==> src/logic/soe_cfg_pkg.sv <==
// Package: register map, field positions and timing for the contact input config/status bank
package soe_cfg_pkg;

  localparam logic [7:0]  CFG_STATUS_IDX   = 8'h0D;
  localparam logic [7:0]  CFG_STATUS_ADDR  = 8'h34;
  localparam logic [7:0]  IRQ_STATUS_ADDR  = 8'h40;
  localparam logic [7:0]  IRQ_ENABLE_ADDR  = 8'h44;
  localparam logic [7:0]  IRQ_CLEAR_ADDR   = 8'h48;
  localparam logic [7:0]  FIELD_IN_ADDR    = 8'h4C;
  localparam logic [7:0]  UNFREEZE_ADDR    = 8'h50;

  localparam int BIT_CONFIGURE   = 0;
  localparam int BIT_FORCE_ERR   = 1;
  localparam int BIT_FUSE_EN     = 6;
  localparam int BIT_FUSE_BLOWN  = 7;
  localparam int BIT_AUX_EN      = 8;
  localparam int BIT_AUX_FAIL    = 9;
  localparam int BIT_GND_ATT_EN  = 10;
  localparam int BIT_GND_FAULT   = 11;
  localparam int BIT_CHAT_DIS    = 12;
  localparam int BIT_CHAT_CLR    = 13;

  localparam logic [15:0] CFG_WRITE_MASK   = 16'h3543;
  localparam logic [15:0] CFG_RESET        = 16'h0000;

  localparam int IRQ_W          = 4;
  localparam int IRQ_FUSE       = 0;
  localparam int IRQ_AUX        = 1;
  localparam int IRQ_GND        = 2;
  localparam int IRQ_CHATTER    = 3;

  localparam int CHATTER_LIMIT  = 4;
  localparam int CLK_HZ         = 25_000_000;
  localparam int DECAY_MS       = 100;
  localparam int DECAY_CYCLES   = CLK_HZ / 1000 * DECAY_MS;
  localparam int COMM_MS        = 100;
  localparam int COMM_CYCLES    = CLK_HZ / 1000 * COMM_MS;

  localparam logic [1:0] RESP_OKAY   = 2'b00;
  localparam logic [1:0] RESP_SLVERR = 2'b10;

  typedef struct packed {
    logic       fuse_blown;
    logic       aux_fail;
    logic       gnd_fault;
  } field_s;

endpackage : soe_cfg_pkg

==> src/logic/soe_contact_cfg_status.sv <==
// Config/status bank, chatter supervision and indicators of a 16-channel contact input module
// Functional notes
// - Word 13 write loads config, read gives status
// - Chatter and event recording idle until config bit 0 set
// - Config bit 1 forces internal error, status-only reads
// - Status bit 1 reports forced error
// - Bit 6 enables blown fuse; host keeps clear
// - Status bit 7 shows blown fuse
// - Bit 8 enables aux failure and ground detection
// - Status bit 9 shows aux supply failure
// - Bit 10 ground attention enable; status 11 fault
// - Bit 12 disables chatter control, echoed
// - Bit 13 clears counters on unfreeze, else decay
// - Status bit 13 echoes counter reset policy
// - External fault indicator lit on ground fault
// - Internal fault indicator on aux fail, bit 8
// - Communications indicator lit while host active
// - Channel indicators lit while contact closed
// - Chatter at four changes or fast rate
`timescale 1ns/1ps
`default_nettype none

module soe_contact_cfg_status #(
  parameter int NUM_CH       = 16,
  parameter int DECAY_CYCLES = soe_cfg_pkg::DECAY_CYCLES,
  parameter int COMM_CYCLES  = soe_cfg_pkg::COMM_CYCLES
) (
  input  wire logic                 REF_CLK,
  input  wire logic                 RST_N,
  input  wire logic [7:0]           S_AXI_AWADDR,
  input  wire logic                 S_AXI_AWVALID,
  output logic                      S_AXI_AWREADY,
  input  wire logic [31:0]          S_AXI_WDATA,
  input  wire logic [3:0]           S_AXI_WSTRB,
  input  wire logic                 S_AXI_WVALID,
  output logic                      S_AXI_WREADY,
  output logic [1:0]                S_AXI_BRESP,
  output logic                      S_AXI_BVALID,
  input  wire logic                 S_AXI_BREADY,
  input  wire logic [7:0]           S_AXI_ARADDR,
  input  wire logic                 S_AXI_ARVALID,
  output logic                      S_AXI_ARREADY,
  output logic [31:0]               S_AXI_RDATA,
  output logic [1:0]                S_AXI_RRESP,
  output logic                      S_AXI_RVALID,
  input  wire logic                 S_AXI_RREADY,
  input  wire logic [NUM_CH-1:0]    CONTACT_CLOSED,
  input  wire soe_cfg_pkg::field_s  FIELD_FAULTS,
  output logic [NUM_CH-1:0]         CHANNEL_STATE_INDICATORS,
  output logic [NUM_CH-1:0]         CHATTER_FLAGS,
  output logic [NUM_CH-1:0]         EVENT_RECORD,
  output logic                      EXT_FAULT_LED,
  output logic                      INT_FAULT_LED,
  output logic                      COMM_LED,
  output logic                      MODULE_RUN,
  output logic                      IRQ
);

  if (NUM_CH < 1 || NUM_CH > 16 || DECAY_CYCLES < 2 || COMM_CYCLES < 2)
  begin : g_bad_param
    $error("NUM_CH must be 1..16 and counts at least 2");
  end

  // Pin synchronisers: stage 1 read only by stage 2
  logic [NUM_CH-1:0]   contact_s1_q, contact_s2_q, contact_prev_q;
  soe_cfg_pkg::field_s field_s1_q, field_s2_q;

  always_ff @(posedge REF_CLK)
  begin
    if (!RST_N)
    begin
      contact_s1_q   <= '0;
      contact_s2_q   <= '0;
      contact_prev_q <= '0;
      field_s1_q     <= '0;
      field_s2_q     <= '0;
    end
    else
    begin
      contact_s1_q   <= CONTACT_CLOSED;
      contact_s2_q   <= contact_s1_q;
      contact_prev_q <= contact_s2_q;
      field_s1_q     <= FIELD_FAULTS;
      field_s2_q     <= field_s1_q;
    end
  end

  // AXI4-Lite slave, single outstanding write and read
  logic [7:0]  aw_addr_q;
  logic        aw_have_q, w_have_q;
  logic [31:0] w_data_q;
  logic [3:0]  w_strb_q;
  logic        wr_fire;
  logic [15:0] cfg_q;
  logic [15:0] status;
  localparam int IRQ_BITS = soe_cfg_pkg::IRQ_W;
  logic [IRQ_BITS-1:0] irq_status_q, irq_enable_q, irq_events;
  logic        unfreeze_pulse;

  assign wr_fire = aw_have_q && w_have_q && !S_AXI_BVALID;

  always_ff @(posedge REF_CLK)
  begin
    if (!RST_N)
    begin
      S_AXI_AWREADY <= 1'b0;
      S_AXI_WREADY  <= 1'b0;
      aw_have_q     <= 1'b0;
      w_have_q      <= 1'b0;
      aw_addr_q     <= 8'h00;
      w_data_q      <= 32'h0000_0000;
      w_strb_q      <= 4'h0;
      S_AXI_BVALID  <= 1'b0;
      S_AXI_BRESP   <= soe_cfg_pkg::RESP_OKAY;
    end
    else
    begin
      S_AXI_AWREADY <= !aw_have_q && !S_AXI_AWREADY;
      S_AXI_WREADY  <= !w_have_q && !S_AXI_WREADY;
      if (S_AXI_AWVALID && S_AXI_AWREADY)
      begin
        aw_have_q     <= 1'b1;
        aw_addr_q     <= S_AXI_AWADDR;
        S_AXI_AWREADY <= 1'b0;
      end
      if (S_AXI_WVALID && S_AXI_WREADY)
      begin
        w_have_q     <= 1'b1;
        w_data_q     <= S_AXI_WDATA;
        w_strb_q     <= S_AXI_WSTRB;
        S_AXI_WREADY <= 1'b0;
      end
      if (wr_fire)
      begin
        aw_have_q    <= 1'b0;
        w_have_q     <= 1'b0;
        S_AXI_BVALID <= 1'b1;
        S_AXI_BRESP  <= wr_known(aw_addr_q) ? soe_cfg_pkg::RESP_OKAY
                                            : soe_cfg_pkg::RESP_SLVERR;
      end
      else if (S_AXI_BVALID && S_AXI_BREADY)
        S_AXI_BVALID <= 1'b0;
    end
  end

  function automatic logic wr_known(input logic [7:0] a);
    wr_known = (a == soe_cfg_pkg::CFG_STATUS_ADDR) || (a == soe_cfg_pkg::IRQ_ENABLE_ADDR)
            || (a == soe_cfg_pkg::IRQ_CLEAR_ADDR) || (a == soe_cfg_pkg::UNFREEZE_ADDR);
  endfunction : wr_known
  function automatic logic hit(input logic [7:0] a, input logic [7:0] reg_addr);
    hit = wr_fire && (a == reg_addr);
  endfunction : hit

  // Config word; unused positions are not stored
  always_ff @(posedge REF_CLK)
  begin
    if (!RST_N)
      cfg_q <= soe_cfg_pkg::CFG_RESET;
    else if (hit(aw_addr_q, soe_cfg_pkg::CFG_STATUS_ADDR))
    begin
      if (w_strb_q[0])
        cfg_q[7:0] <= w_data_q[7:0] & soe_cfg_pkg::CFG_WRITE_MASK[7:0];
      if (w_strb_q[1])
        cfg_q[15:8] <= w_data_q[15:8] & soe_cfg_pkg::CFG_WRITE_MASK[15:8];
    end
  end

  assign unfreeze_pulse = hit(aw_addr_q, soe_cfg_pkg::UNFREEZE_ADDR);

  // Status word: echoes and live conditions, gated by their enables
  logic fuse_live, aux_live, gnd_live;
  assign fuse_live = field_s2_q.fuse_blown && cfg_q[soe_cfg_pkg::BIT_FUSE_EN];
  assign aux_live  = field_s2_q.aux_fail && cfg_q[soe_cfg_pkg::BIT_AUX_EN];
  assign gnd_live  = field_s2_q.gnd_fault && cfg_q[soe_cfg_pkg::BIT_AUX_EN];

  always_comb
  begin
    status = cfg_q;
    status[soe_cfg_pkg::BIT_FUSE_BLOWN] = fuse_live;
    status[soe_cfg_pkg::BIT_AUX_FAIL]   = aux_live;
    status[soe_cfg_pkg::BIT_GND_FAULT]  = gnd_live;
  end

  // Read channel; forced error limits reads to status
  logic [31:0] rd_word;
  logic        rd_ok;
  always_comb
  begin
    rd_word = 32'h0000_0000;
    rd_ok   = 1'b1;
    if (S_AXI_ARADDR == soe_cfg_pkg::CFG_STATUS_ADDR)
      rd_word = {16'h0000, status};
    else if (S_AXI_ARADDR == soe_cfg_pkg::IRQ_STATUS_ADDR)
      rd_word = {28'h0000000, irq_status_q};
    else if (cfg_q[soe_cfg_pkg::BIT_FORCE_ERR])
      rd_ok = 1'b0;
    else if (S_AXI_ARADDR == soe_cfg_pkg::IRQ_ENABLE_ADDR)
      rd_word = {28'h0000000, irq_enable_q};
    else if (S_AXI_ARADDR == soe_cfg_pkg::FIELD_IN_ADDR)
      rd_word = {16'(CHATTER_FLAGS), 16'(contact_s2_q)};
    else
      rd_ok = 1'b0;
  end

  always_ff @(posedge REF_CLK)
  begin
    if (!RST_N)
    begin
      S_AXI_ARREADY <= 1'b0;
      S_AXI_RVALID  <= 1'b0;
      S_AXI_RDATA   <= 32'h0000_0000;
      S_AXI_RRESP   <= soe_cfg_pkg::RESP_OKAY;
    end
    else
    begin
      S_AXI_ARREADY <= !S_AXI_RVALID && !S_AXI_ARREADY;
      if (S_AXI_ARVALID && S_AXI_ARREADY)
      begin
        S_AXI_ARREADY <= 1'b0;
        S_AXI_RVALID  <= 1'b1;
        S_AXI_RDATA   <= rd_word;
        S_AXI_RRESP   <= rd_ok ? soe_cfg_pkg::RESP_OKAY : soe_cfg_pkg::RESP_SLVERR;
      end
      else if (S_AXI_RVALID && S_AXI_RREADY)
        S_AXI_RVALID <= 1'b0;
    end
  end

  // Chatter supervision per channel
  logic [2:0]            chat_cnt_q [NUM_CH];
  logic [NUM_CH-1:0]     change;
  logic [31:0]           decay_cnt_q;
  logic                  decay_tick;
  logic                  run;

  assign run        = cfg_q[soe_cfg_pkg::BIT_CONFIGURE];
  assign change     = contact_s2_q ^ contact_prev_q;
  assign decay_tick = (decay_cnt_q == 32'(DECAY_CYCLES - 1));

  always_ff @(posedge REF_CLK)
  begin
    if (!RST_N || decay_tick)
      decay_cnt_q <= 32'h0000_0000;
    else
      decay_cnt_q <= decay_cnt_q + 32'h0000_0001;
  end

  for (genvar c = 0; c < NUM_CH; c++)
  begin : g_chat
    always_ff @(posedge REF_CLK)
    begin
      if (!RST_N || !run)
      begin
        chat_cnt_q[c]    <= 3'h0;
        CHATTER_FLAGS[c] <= 1'b0;
        EVENT_RECORD[c]  <= 1'b0;
      end
      else
      begin
        EVENT_RECORD[c] <= change[c] && (cfg_q[soe_cfg_pkg::BIT_CHAT_DIS]
                           || chat_cnt_q[c] < 3'(soe_cfg_pkg::CHATTER_LIMIT));
        if (cfg_q[soe_cfg_pkg::BIT_CHAT_CLR] && unfreeze_pulse)
          chat_cnt_q[c] <= 3'h0;
        else if (change[c] && chat_cnt_q[c] < 3'(soe_cfg_pkg::CHATTER_LIMIT))
          chat_cnt_q[c] <= chat_cnt_q[c] + 3'h1;
        else if (!cfg_q[soe_cfg_pkg::BIT_CHAT_CLR] && decay_tick && chat_cnt_q[c] != 3'h0)
          chat_cnt_q[c] <= chat_cnt_q[c] - 3'h1;
        CHATTER_FLAGS[c] <= !cfg_q[soe_cfg_pkg::BIT_CHAT_DIS]
                            && chat_cnt_q[c] >= 3'(soe_cfg_pkg::CHATTER_LIMIT);
      end
    end
  end

  // Indicators
  logic [31:0] comm_cnt_q;
  always_ff @(posedge REF_CLK)
  begin
    if (!RST_N)
      comm_cnt_q <= 32'h0000_0000;
    else if ((S_AXI_ARVALID && S_AXI_ARREADY) || wr_fire)
      comm_cnt_q <= 32'(COMM_CYCLES);
    else if (comm_cnt_q != 32'h0000_0000)
      comm_cnt_q <= comm_cnt_q - 32'h0000_0001;
  end

  always_ff @(posedge REF_CLK)
  begin
    if (!RST_N)
    begin
      CHANNEL_STATE_INDICATORS <= '0;
      EXT_FAULT_LED            <= 1'b0;
      INT_FAULT_LED            <= 1'b0;
      COMM_LED                 <= 1'b0;
      MODULE_RUN               <= 1'b0;
    end
    else
    begin
      CHANNEL_STATE_INDICATORS <= contact_s2_q;
      EXT_FAULT_LED            <= gnd_live;
      INT_FAULT_LED            <= aux_live || cfg_q[soe_cfg_pkg::BIT_FORCE_ERR];
      COMM_LED                 <= comm_cnt_q != 32'h0000_0000;
      MODULE_RUN               <= run;
    end
  end

  // Interrupts: set wins over write-one-to-clear
  assign irq_events[soe_cfg_pkg::IRQ_FUSE]    = fuse_live;
  assign irq_events[soe_cfg_pkg::IRQ_AUX]     = aux_live;
  assign irq_events[soe_cfg_pkg::IRQ_GND]     = gnd_live && cfg_q[soe_cfg_pkg::BIT_GND_ATT_EN];
  assign irq_events[soe_cfg_pkg::IRQ_CHATTER] = |CHATTER_FLAGS;

  always_ff @(posedge REF_CLK)
  begin
    if (!RST_N)
    begin
      irq_status_q <= '0;
      irq_enable_q <= '0;
      IRQ          <= 1'b0;
    end
    else
    begin
      if (hit(aw_addr_q, soe_cfg_pkg::IRQ_CLEAR_ADDR))
        irq_status_q <= (irq_status_q & ~w_data_q[IRQ_BITS-1:0]) | irq_events;
      else
        irq_status_q <= irq_status_q | irq_events;
      if (hit(aw_addr_q, soe_cfg_pkg::IRQ_ENABLE_ADDR))
        irq_enable_q <= w_data_q[IRQ_BITS-1:0];
      IRQ <= |(irq_status_q & irq_enable_q);
    end
  end

  a_cfg_echo_read : assert property (@(posedge REF_CLK) disable iff (!RST_N)
    (S_AXI_ARVALID && S_AXI_ARREADY && S_AXI_ARADDR == soe_cfg_pkg::CFG_STATUS_ADDR)
    |=> S_AXI_RVALID && S_AXI_RDATA[15:0] == $past(status))
    else $error("Status read mismatch");

  a_force_err_block : assert property (@(posedge REF_CLK) disable iff (!RST_N)
    (S_AXI_ARVALID && S_AXI_ARREADY && cfg_q[1] && S_AXI_ARADDR == soe_cfg_pkg::FIELD_IN_ADDR)
    |=> S_AXI_RRESP == soe_cfg_pkg::RESP_SLVERR)
    else $error("Forced error read not refused");

  a_int_led_err : assert property (@(posedge REF_CLK) disable iff (!RST_N)
    cfg_q[1] && $stable(cfg_q) |=> INT_FAULT_LED)
    else $error("Internal LED off under forced error");

  a_ext_led_gnd : assert property (@(posedge REF_CLK) disable iff (!RST_N)
    gnd_live |=> EXT_FAULT_LED)
    else $error("External LED not following ground fault");

  a_aux_gated : assert property (@(posedge REF_CLK) disable iff (!RST_N)
    !cfg_q[8] && !cfg_q[1] |=> !INT_FAULT_LED)
    else $error("Internal LED lit without enable");

  a_chan_led : assert property (@(posedge REF_CLK) disable iff (!RST_N)
    1'b1 |=> CHANNEL_STATE_INDICATORS == $past(contact_s2_q))
    else $error("Channel LED mismatch");

  a_chat_flag : assert property (@(posedge REF_CLK) disable iff (!RST_N)
    run && !cfg_q[12] && chat_cnt_q[0] < 3'h4 |=> !CHATTER_FLAGS[0])
    else $error("Chatter flag early");

  a_comm_led : assert property (@(posedge REF_CLK) disable iff (!RST_N)
    wr_fire |=> ##1 COMM_LED)
    else $error("Comm LED not lit after access");

endmodule : soe_contact_cfg_status
`default_nettype wire

==> config.mk <==
export PLATFORM = sky130hd
export DESIGN_NAME = soe_contact_cfg_status
export DESIGN_NICKNAME = d
export VERILOG_FILES = /design/src/logic/soe_cfg_pkg.sv /design/src/logic/soe_contact_cfg_status.sv
export SDC_FILE = /design/constraint.sdc
export NUM_CORES = 1
export LEC_CHECK = 0
export ABC_AREA = 1
export ABC_CLOCK_PERIOD_IN_PS = 2800
export BUFFER_PORTS_ARGS = -buffer_cell sky130_fd_sc_hd__buf_2
export CORE_AREA = 2 2 152 154
export CTS_CLUSTER_DIAMETER = 80
export CTS_CLUSTER_SIZE = 10
export DETAILED_ROUTE_END_ITERATION = 10
export DIE_AREA = 0 0 154 156
export GPL_TIMING_DRIVEN = 0
export PLACE_DENSITY = 0.84
export SLEW_MARGIN = 25
export SYNTH_ARGS = -nofsm -noshare
export SYNTH_HDL_FRONTEND = slang
export SYNTH_SLANG_ARGS = --single-unit
==> constraint.sdc <==
create_clock -name REF_CLK -period 2.8 [get_ports REF_CLK]
set_input_delay 0.28 -clock REF_CLK [delete_from_list [all_inputs] [get_ports REF_CLK]]
set_output_delay 0.28 -clock REF_CLK [all_outputs]
set_load 0.01 [all_outputs]
### Word level (Yosys, flattened, before mapping)

Memory sizes are Yosys's and may differ from the RTL's.
Index checks and enable logic that the tools add are counted.

| storage, ports and cells | value |
|---|---|
| bits in registers | 237 |
| memory bits (writable) | 48 |
| bits of input ports | 78 |
| output and inout port bits | 94 |
| logic and storage cells | 560 |
| memories | 1 |

Memory list:

| name | words | bits a word | read ports | clocked after Yosys merged registers in | wr ports | line | text |
|---|---|---|---|---|---|---|---|
| chat_cnt_q | 16 | 3 | 16 | 0 | 16 | soe_contact_cfg_status.sv:230 | `logic [2:0] chat_cnt_q [NUM_CH];` |

| operators by class | value |
|---|---|
| $add $sub $neg | 34 |
| $lt $le $gt $ge | 32 |
| equal/unequal tests | 9 |
| muxes and demuxes | 216 |
| bitwise gates (word level) | 55 |
| reduce and logical (&&, ||, !) cells | 147 |

Operators with widths:

| cell | count |
|---|---|
| $mux W32 | 5 |
| $mux W1 | 158 |
| $mux W3 | 48 |
| $logic_and A1 B1 Y1 | 84 |
| $add A3 B1 Y3 const B | 16 |
| $eq A8 B7 Y1 const B | 6 |
| $ge A3 B3 Y1 const B | 16 |
| $lt A3 B3 Y1 const B | 16 |
| $or A1 B1 Y1 | 48 |
| $reduce_bool A3 Y1 | 16 |
| $sub A3 B1 Y3 const B | 16 |
| $mux W22 | 2 |
| $add A32 B1 Y32 const B | 1 |
| $eq A32 B22 Y1 const B | 1 |
| $reduce_bool A32 Y1 | 1 |
| $sub A32 B1 Y32 const B | 1 |
| $logic_or A1 B1 Y1 | 23 |
| $eq A8 B6 Y1 const B | 2 |
| $reduce_or A16 Y1 | 1 |
| $xor A16 B16 Y16 | 1 |
| $logic_not A1 Y1 | 11 |
| $reduce_or A2 Y1 | 5 |
| $and A4 B4 Y4 | 2 |
| $or A4 B4 Y4 | 2 |
| other kinds (7) | 11 |

### Longest topological paths before layout

| logic depth | value |
|---|---|
| depth after elaboration | 10 |
| mapped depth | 11 |
| mapped depth without buffers | 10 |

### Worst setup path before layout

OpenSTA, ideal clock, no wires.

| timing | value |
|---|---|
| path type | reg-to-reg |
| start point | register decay_cnt_q[0] |
| end point | memory chat_cnt_q[0][0] (enable) |
| arrival | 1,645 ps |
| required time | 2,476 ps |
| setup slack | 831 ps |
| cell stages (with the launch flop) | 11 |
| clock period less this slack | 1,969 ps |
| path through | dfxtp_1 > ha_1 > nand2_2 > nor2_4 > nand3_2 > nor2_2 > nand2_2 > nor2_8 > inv_2 > buf_2 > o21ai_1 |

RTL lines:

| item | line | text |
|---|---|---|
| from (decl) | soe_contact_cfg_status.sv:232 | `logic [31:0] decay_cnt_q;` |
| from (signal assigned) | soe_contact_cfg_status.sv:245 | `decay_cnt_q <= decay_cnt_q + 32'h0000_0001;` |
| to (decl) | soe_contact_cfg_status.sv:230 |  |

==> summary.md <==
| Metric | Value |
|---|---|
| Largest net degree at the start of global routing | 15 |
| Initial core utilization | 56.81% |
| GRT overflow | 0 |
| Largest family of logic cells by synthesized area | simple AND/OR/NAND/NOR gates |
| CTS resizes | 0 |
| # diodes | 0 |
| Tmin final | 2424 ps |
| Leak Pwr | 6.927 nW |
| RSZ-0062 raised after global routing | no |
| Number of cell rows | 55 |
| Vias in the first global route | 11.39k |
| Sw Share | 30.75% |
| HP Class | in2reg |
| Post-Synth Simple-Gate Area | 25.33% |
| Share of the synthesized area in the top cell type | 36.24% |
| Synth area leader | dfxtp_1 |
| Slowest stage cell, crit path | dfxtp_1 |
| CTS tree | done |
| Sequential share of power | 44.0% |
| Final setup vio count | 0 |
| Layout Cells excl Fill | 2,123 |
| PwrDens | 691.1 nW/um2 |
| Startpoint types | register |
| Post-synthesis cell area | 12,710 um2 |
| Post-route cell area | 14,870 um2 |
| Worst Path Class, Setup | reg2reg |
| Synth Register Bits | 278 |
| Final ANT Viol Nets | 0 |
| CP delay by family, top | simple AND/OR/NAND/NOR gates |
| Crit. End Element | register |
| Hold depth | 3 |
| Peak supply drop | 0.5438 mV |
| First-pass GRT wire length | 55,870 um |
| Die area | 24,020 um2 |
| Clock power frac | 34.3% |
| Critical path's largest stage delay | 420 ps |
| HPWL Detailed | 24,430 um |
| Buf/Inv on CP | 2 |
| Critical Path Source | decay_cnt_q[0]$_SDFF_PP0_ |
| Final Util | 66.47% |
| Hold_sp | S_AXI_WDATA[2] |
| Nets | 1,956 |
| Synth Instances | 1,625 |
| Combinational power share | 21.6% |
| Drt first-iter violations | 1,023 |
| Setup WS pre-CTS | 375.3 ps |
| CTS root buffer | clkbuf_16 |
| Clock Latency Late Sink | 550 ps |
| Slew Limit Fails | 0 |
| DRT Pass-1 Iters | 6 |
| P_sw | 3.159 mW |
| Distinct cells, synth | 41 |
| Mean Syn Cell Area | 7.819 um2 |
| Internal power | 7.116 mW |
| Via count | 11.36k |
| CP Data Required Time | 3020 ps |
| Outcome | completed |
| Hold Buf Count CTS | 25 |
| Fin crit share | 86.56% |
| Warnings, synthesis | 0 |
| Detailed Route WL | 34,600 um |
| I/O pins | 172 |
| Final WS setup | 376.4 ps |
| Number of clock sinks | 278 |
| Seq/Total Area, Yosys | 47.58% |
| Port Buffer Count | 143 |
| Area share of fa/ha/maj cells after synthesis | 5.022% |
| Die width | 154 um |
| Top cells by area, synth | dfxtp_1, edfxtp_1, nand2_1 |
| Setup TNS | 0 ps |
| Crit path arrival time | 2640 ps |
| Ratio of cells with drive above 1 in the final layout | 13.55% |
| Area growth syn-to-layout | 17.01% |
| Setup Skew | 17.85 ps |
| Cells after DPL | 2,054 |
| Worst reg2reg startpoint | decay_cnt_q[0]$_SDFF_PP0_ |
| Hold Vio Cnt, Final | 0 |
| Postcts setup bufs | 0 |
| Core area | 22,370 um2 |
| H-tree depth | 1 |
| Per-cell routed wire length | 16.30 um |
| Placed instance area | 13,780 um2 |
| Crit-path most repeated cell | nand2_2 |
| Initial antenna violation count | 0 |
| Clock Tree Buf Depth | 3 |
| Crit Path Max Fanout | 10 |
| Worst Tran Pin Value | 734.5 ps |
| Fmax | 0.4126 GHz |
| Max_cap viols | 0 |
| Tot GR Track Use | 28.87% |
| Slew Limit Headroom | 51.04% |
| Multiplexer share of the synthesized area | 0% |
| Register-to-Register Path Depth | 10 |
| XOR/XNOR share of the synthesized area | 3.929% |
| Drt via density | 5.353 |
| WP depth | 10 |
| CP Cell Sequence | ha_1 > nand2_2 > nor2_4 > nand3_2 > nor2_2 > nand2_2 > nor2_8 > inv_2 > buf_2 > o21ai_1 |
| CTS Buf Count | 31 |
| DRC | 0 |
| Compound-Gate Fraction of Synth Area | 9.956% |
| Worst-path clk slew | 60 ps |
| RePlAce Congestion | 0.9040 |
| Die Height | 156 um |
==> stage by stage <==
stage,hold WS (ps),total power [mW]
6_report,18.56,10.27
5_1_grt,18.66,10.79
4_1_cts,2.150,10.24
3_5_place_dp,398.7,6.743
3_3_place_gp,394.6,6.700
2_1_floorplan,377.6,6.233
==> logic make-up (layout without fill, tap and decap cells) <==
group / count (synthesis) / count (layout)
AND/OR/NAND/NOR: 754 / 754
flip-flops: 278 / 278
buffers and inverters: 263 / 475
AO/OA/AOI/OAI: 221 / 221
XOR/XNOR: 57 / 57
adder cells (fa/ha/maj): 51 / 51
other: 1 / 2
==> flip-flops by register name, indices dropped and copies added, names as in the netlist, 7 cells and up <==
register	flops
aw_addr_q	8
contact_s1_q	16
w_data_q	9
CHATTER_FLAGS	16
decay_cnt_q	32
comm_cnt_q	32
contact_s2_q	16
chat_cnt_q	48
cfg_q	7
CHANNEL_STATE_INDICATORS	16
EVENT_RECORD	16
S_AXI_RDATA	32
==> cell usage in the layout (no fill, tap or decap), types with 2 or more instances in the layout <==
cell	n
xnor2_1	31
nor2_4	4
o21ai_1	10
clkbuf_16	31
ha_1	51
nor3b_1	2
nor4_1	4
edfxtp_1	48
o211ai_1	3
a21oi_2	7
nand3_2	2
nor3_1	38
nor2_2	3
o21ai_2	16
nand4_1	10
or2_2	5
buf_2	154
clkbuf_1	38
nand2_2	6
a31oi_1	7
nor2_1	226
nand3_4	7
o21ai_0	69
clkinv_1	2
a211oi_1	18
inv_1	211
nand3_1	86
conb_1	2
buf_4	3
dfxtp_1	230
xor2_1	26
nand2_1	360
a21oi_1	87
dlygate4sd3_1	25
inv_2	7
==> synth_stat cells (all sizes together) <==
cell type    n
a211oi      18
a21o         1
a21oi       94
a22oi        1
a31oi        7
a41oi        1
buf         17
clkbuf      26
clkinv       2
conb         1
dfxtp      230
edfxtp      48
ha          51
inv        218
nand2      366
nand3       95
nand4       10
nor2       234
nor3        38
nor3b        2
nor4         4
o211ai       3
o21ai       95
o21bai       1
or2          5
xnor2       31
xor2        26
==> tightest hold or removal path, delay by kind of cell <==
family	cells	cell delay [ps]
compound gates	1	80
buf+inv	1	70
simple gates	1	90
==> final cells by class <==
| cell class | instances | area (um2) |
|---|---|---|
| Sequential cell | 278 | 6046 |
| Fill cell | 1788 | 7498 |
| Buffer | 43 | 210.2 |
| Timing Repair Buffer | 168 | 965.9 |
| Clock buffer | 44 | 834.6 |
| Tap cell | 285 | 356.6 |
| Inverter | 220 | 825.8 |
| Multi-Input combinational cell | 1085 | 5628 |
==> power groups by stage <==
stage          sequential [mW]  combinational (mW)  clock [mW]
2_1_floorplan             4.55                1.68           0
3_5_place_dp              4.60                2.15           0
4_1_cts                   4.52                2.19        3.53
5_1_grt                   4.55                2.52        3.73
6_report                  4.52                2.22        3.53
3_3_place_gp              4.59                2.11           0
==> final timing paths <==
| path | end | slack [ps] |
|---|---|---|
| max reg2reg | chat_cnt_q[0][16]$_DFFE_PP_ | 380 |
| min reg2reg | contact_s2_q[14]$_SDFF_PN0_ | 400 |
| max | chat_cnt_q[0][16]$_DFFE_PP_ | 380 |
| min | w_data_q[2]$_SDFFE_PN0P_ | 20 |
==> per-layer routing <==
metal  global-route usage (%)  up-vias  wire length (um)
li1                         -     5577                 -
met1                    33.88     5253             13480
met2                    51.29      433             17120
met3                    5.722      101              2612
met4                    12.86        0              1389
met5                        0        -                 0
Power figures use the tool's default switching activity.
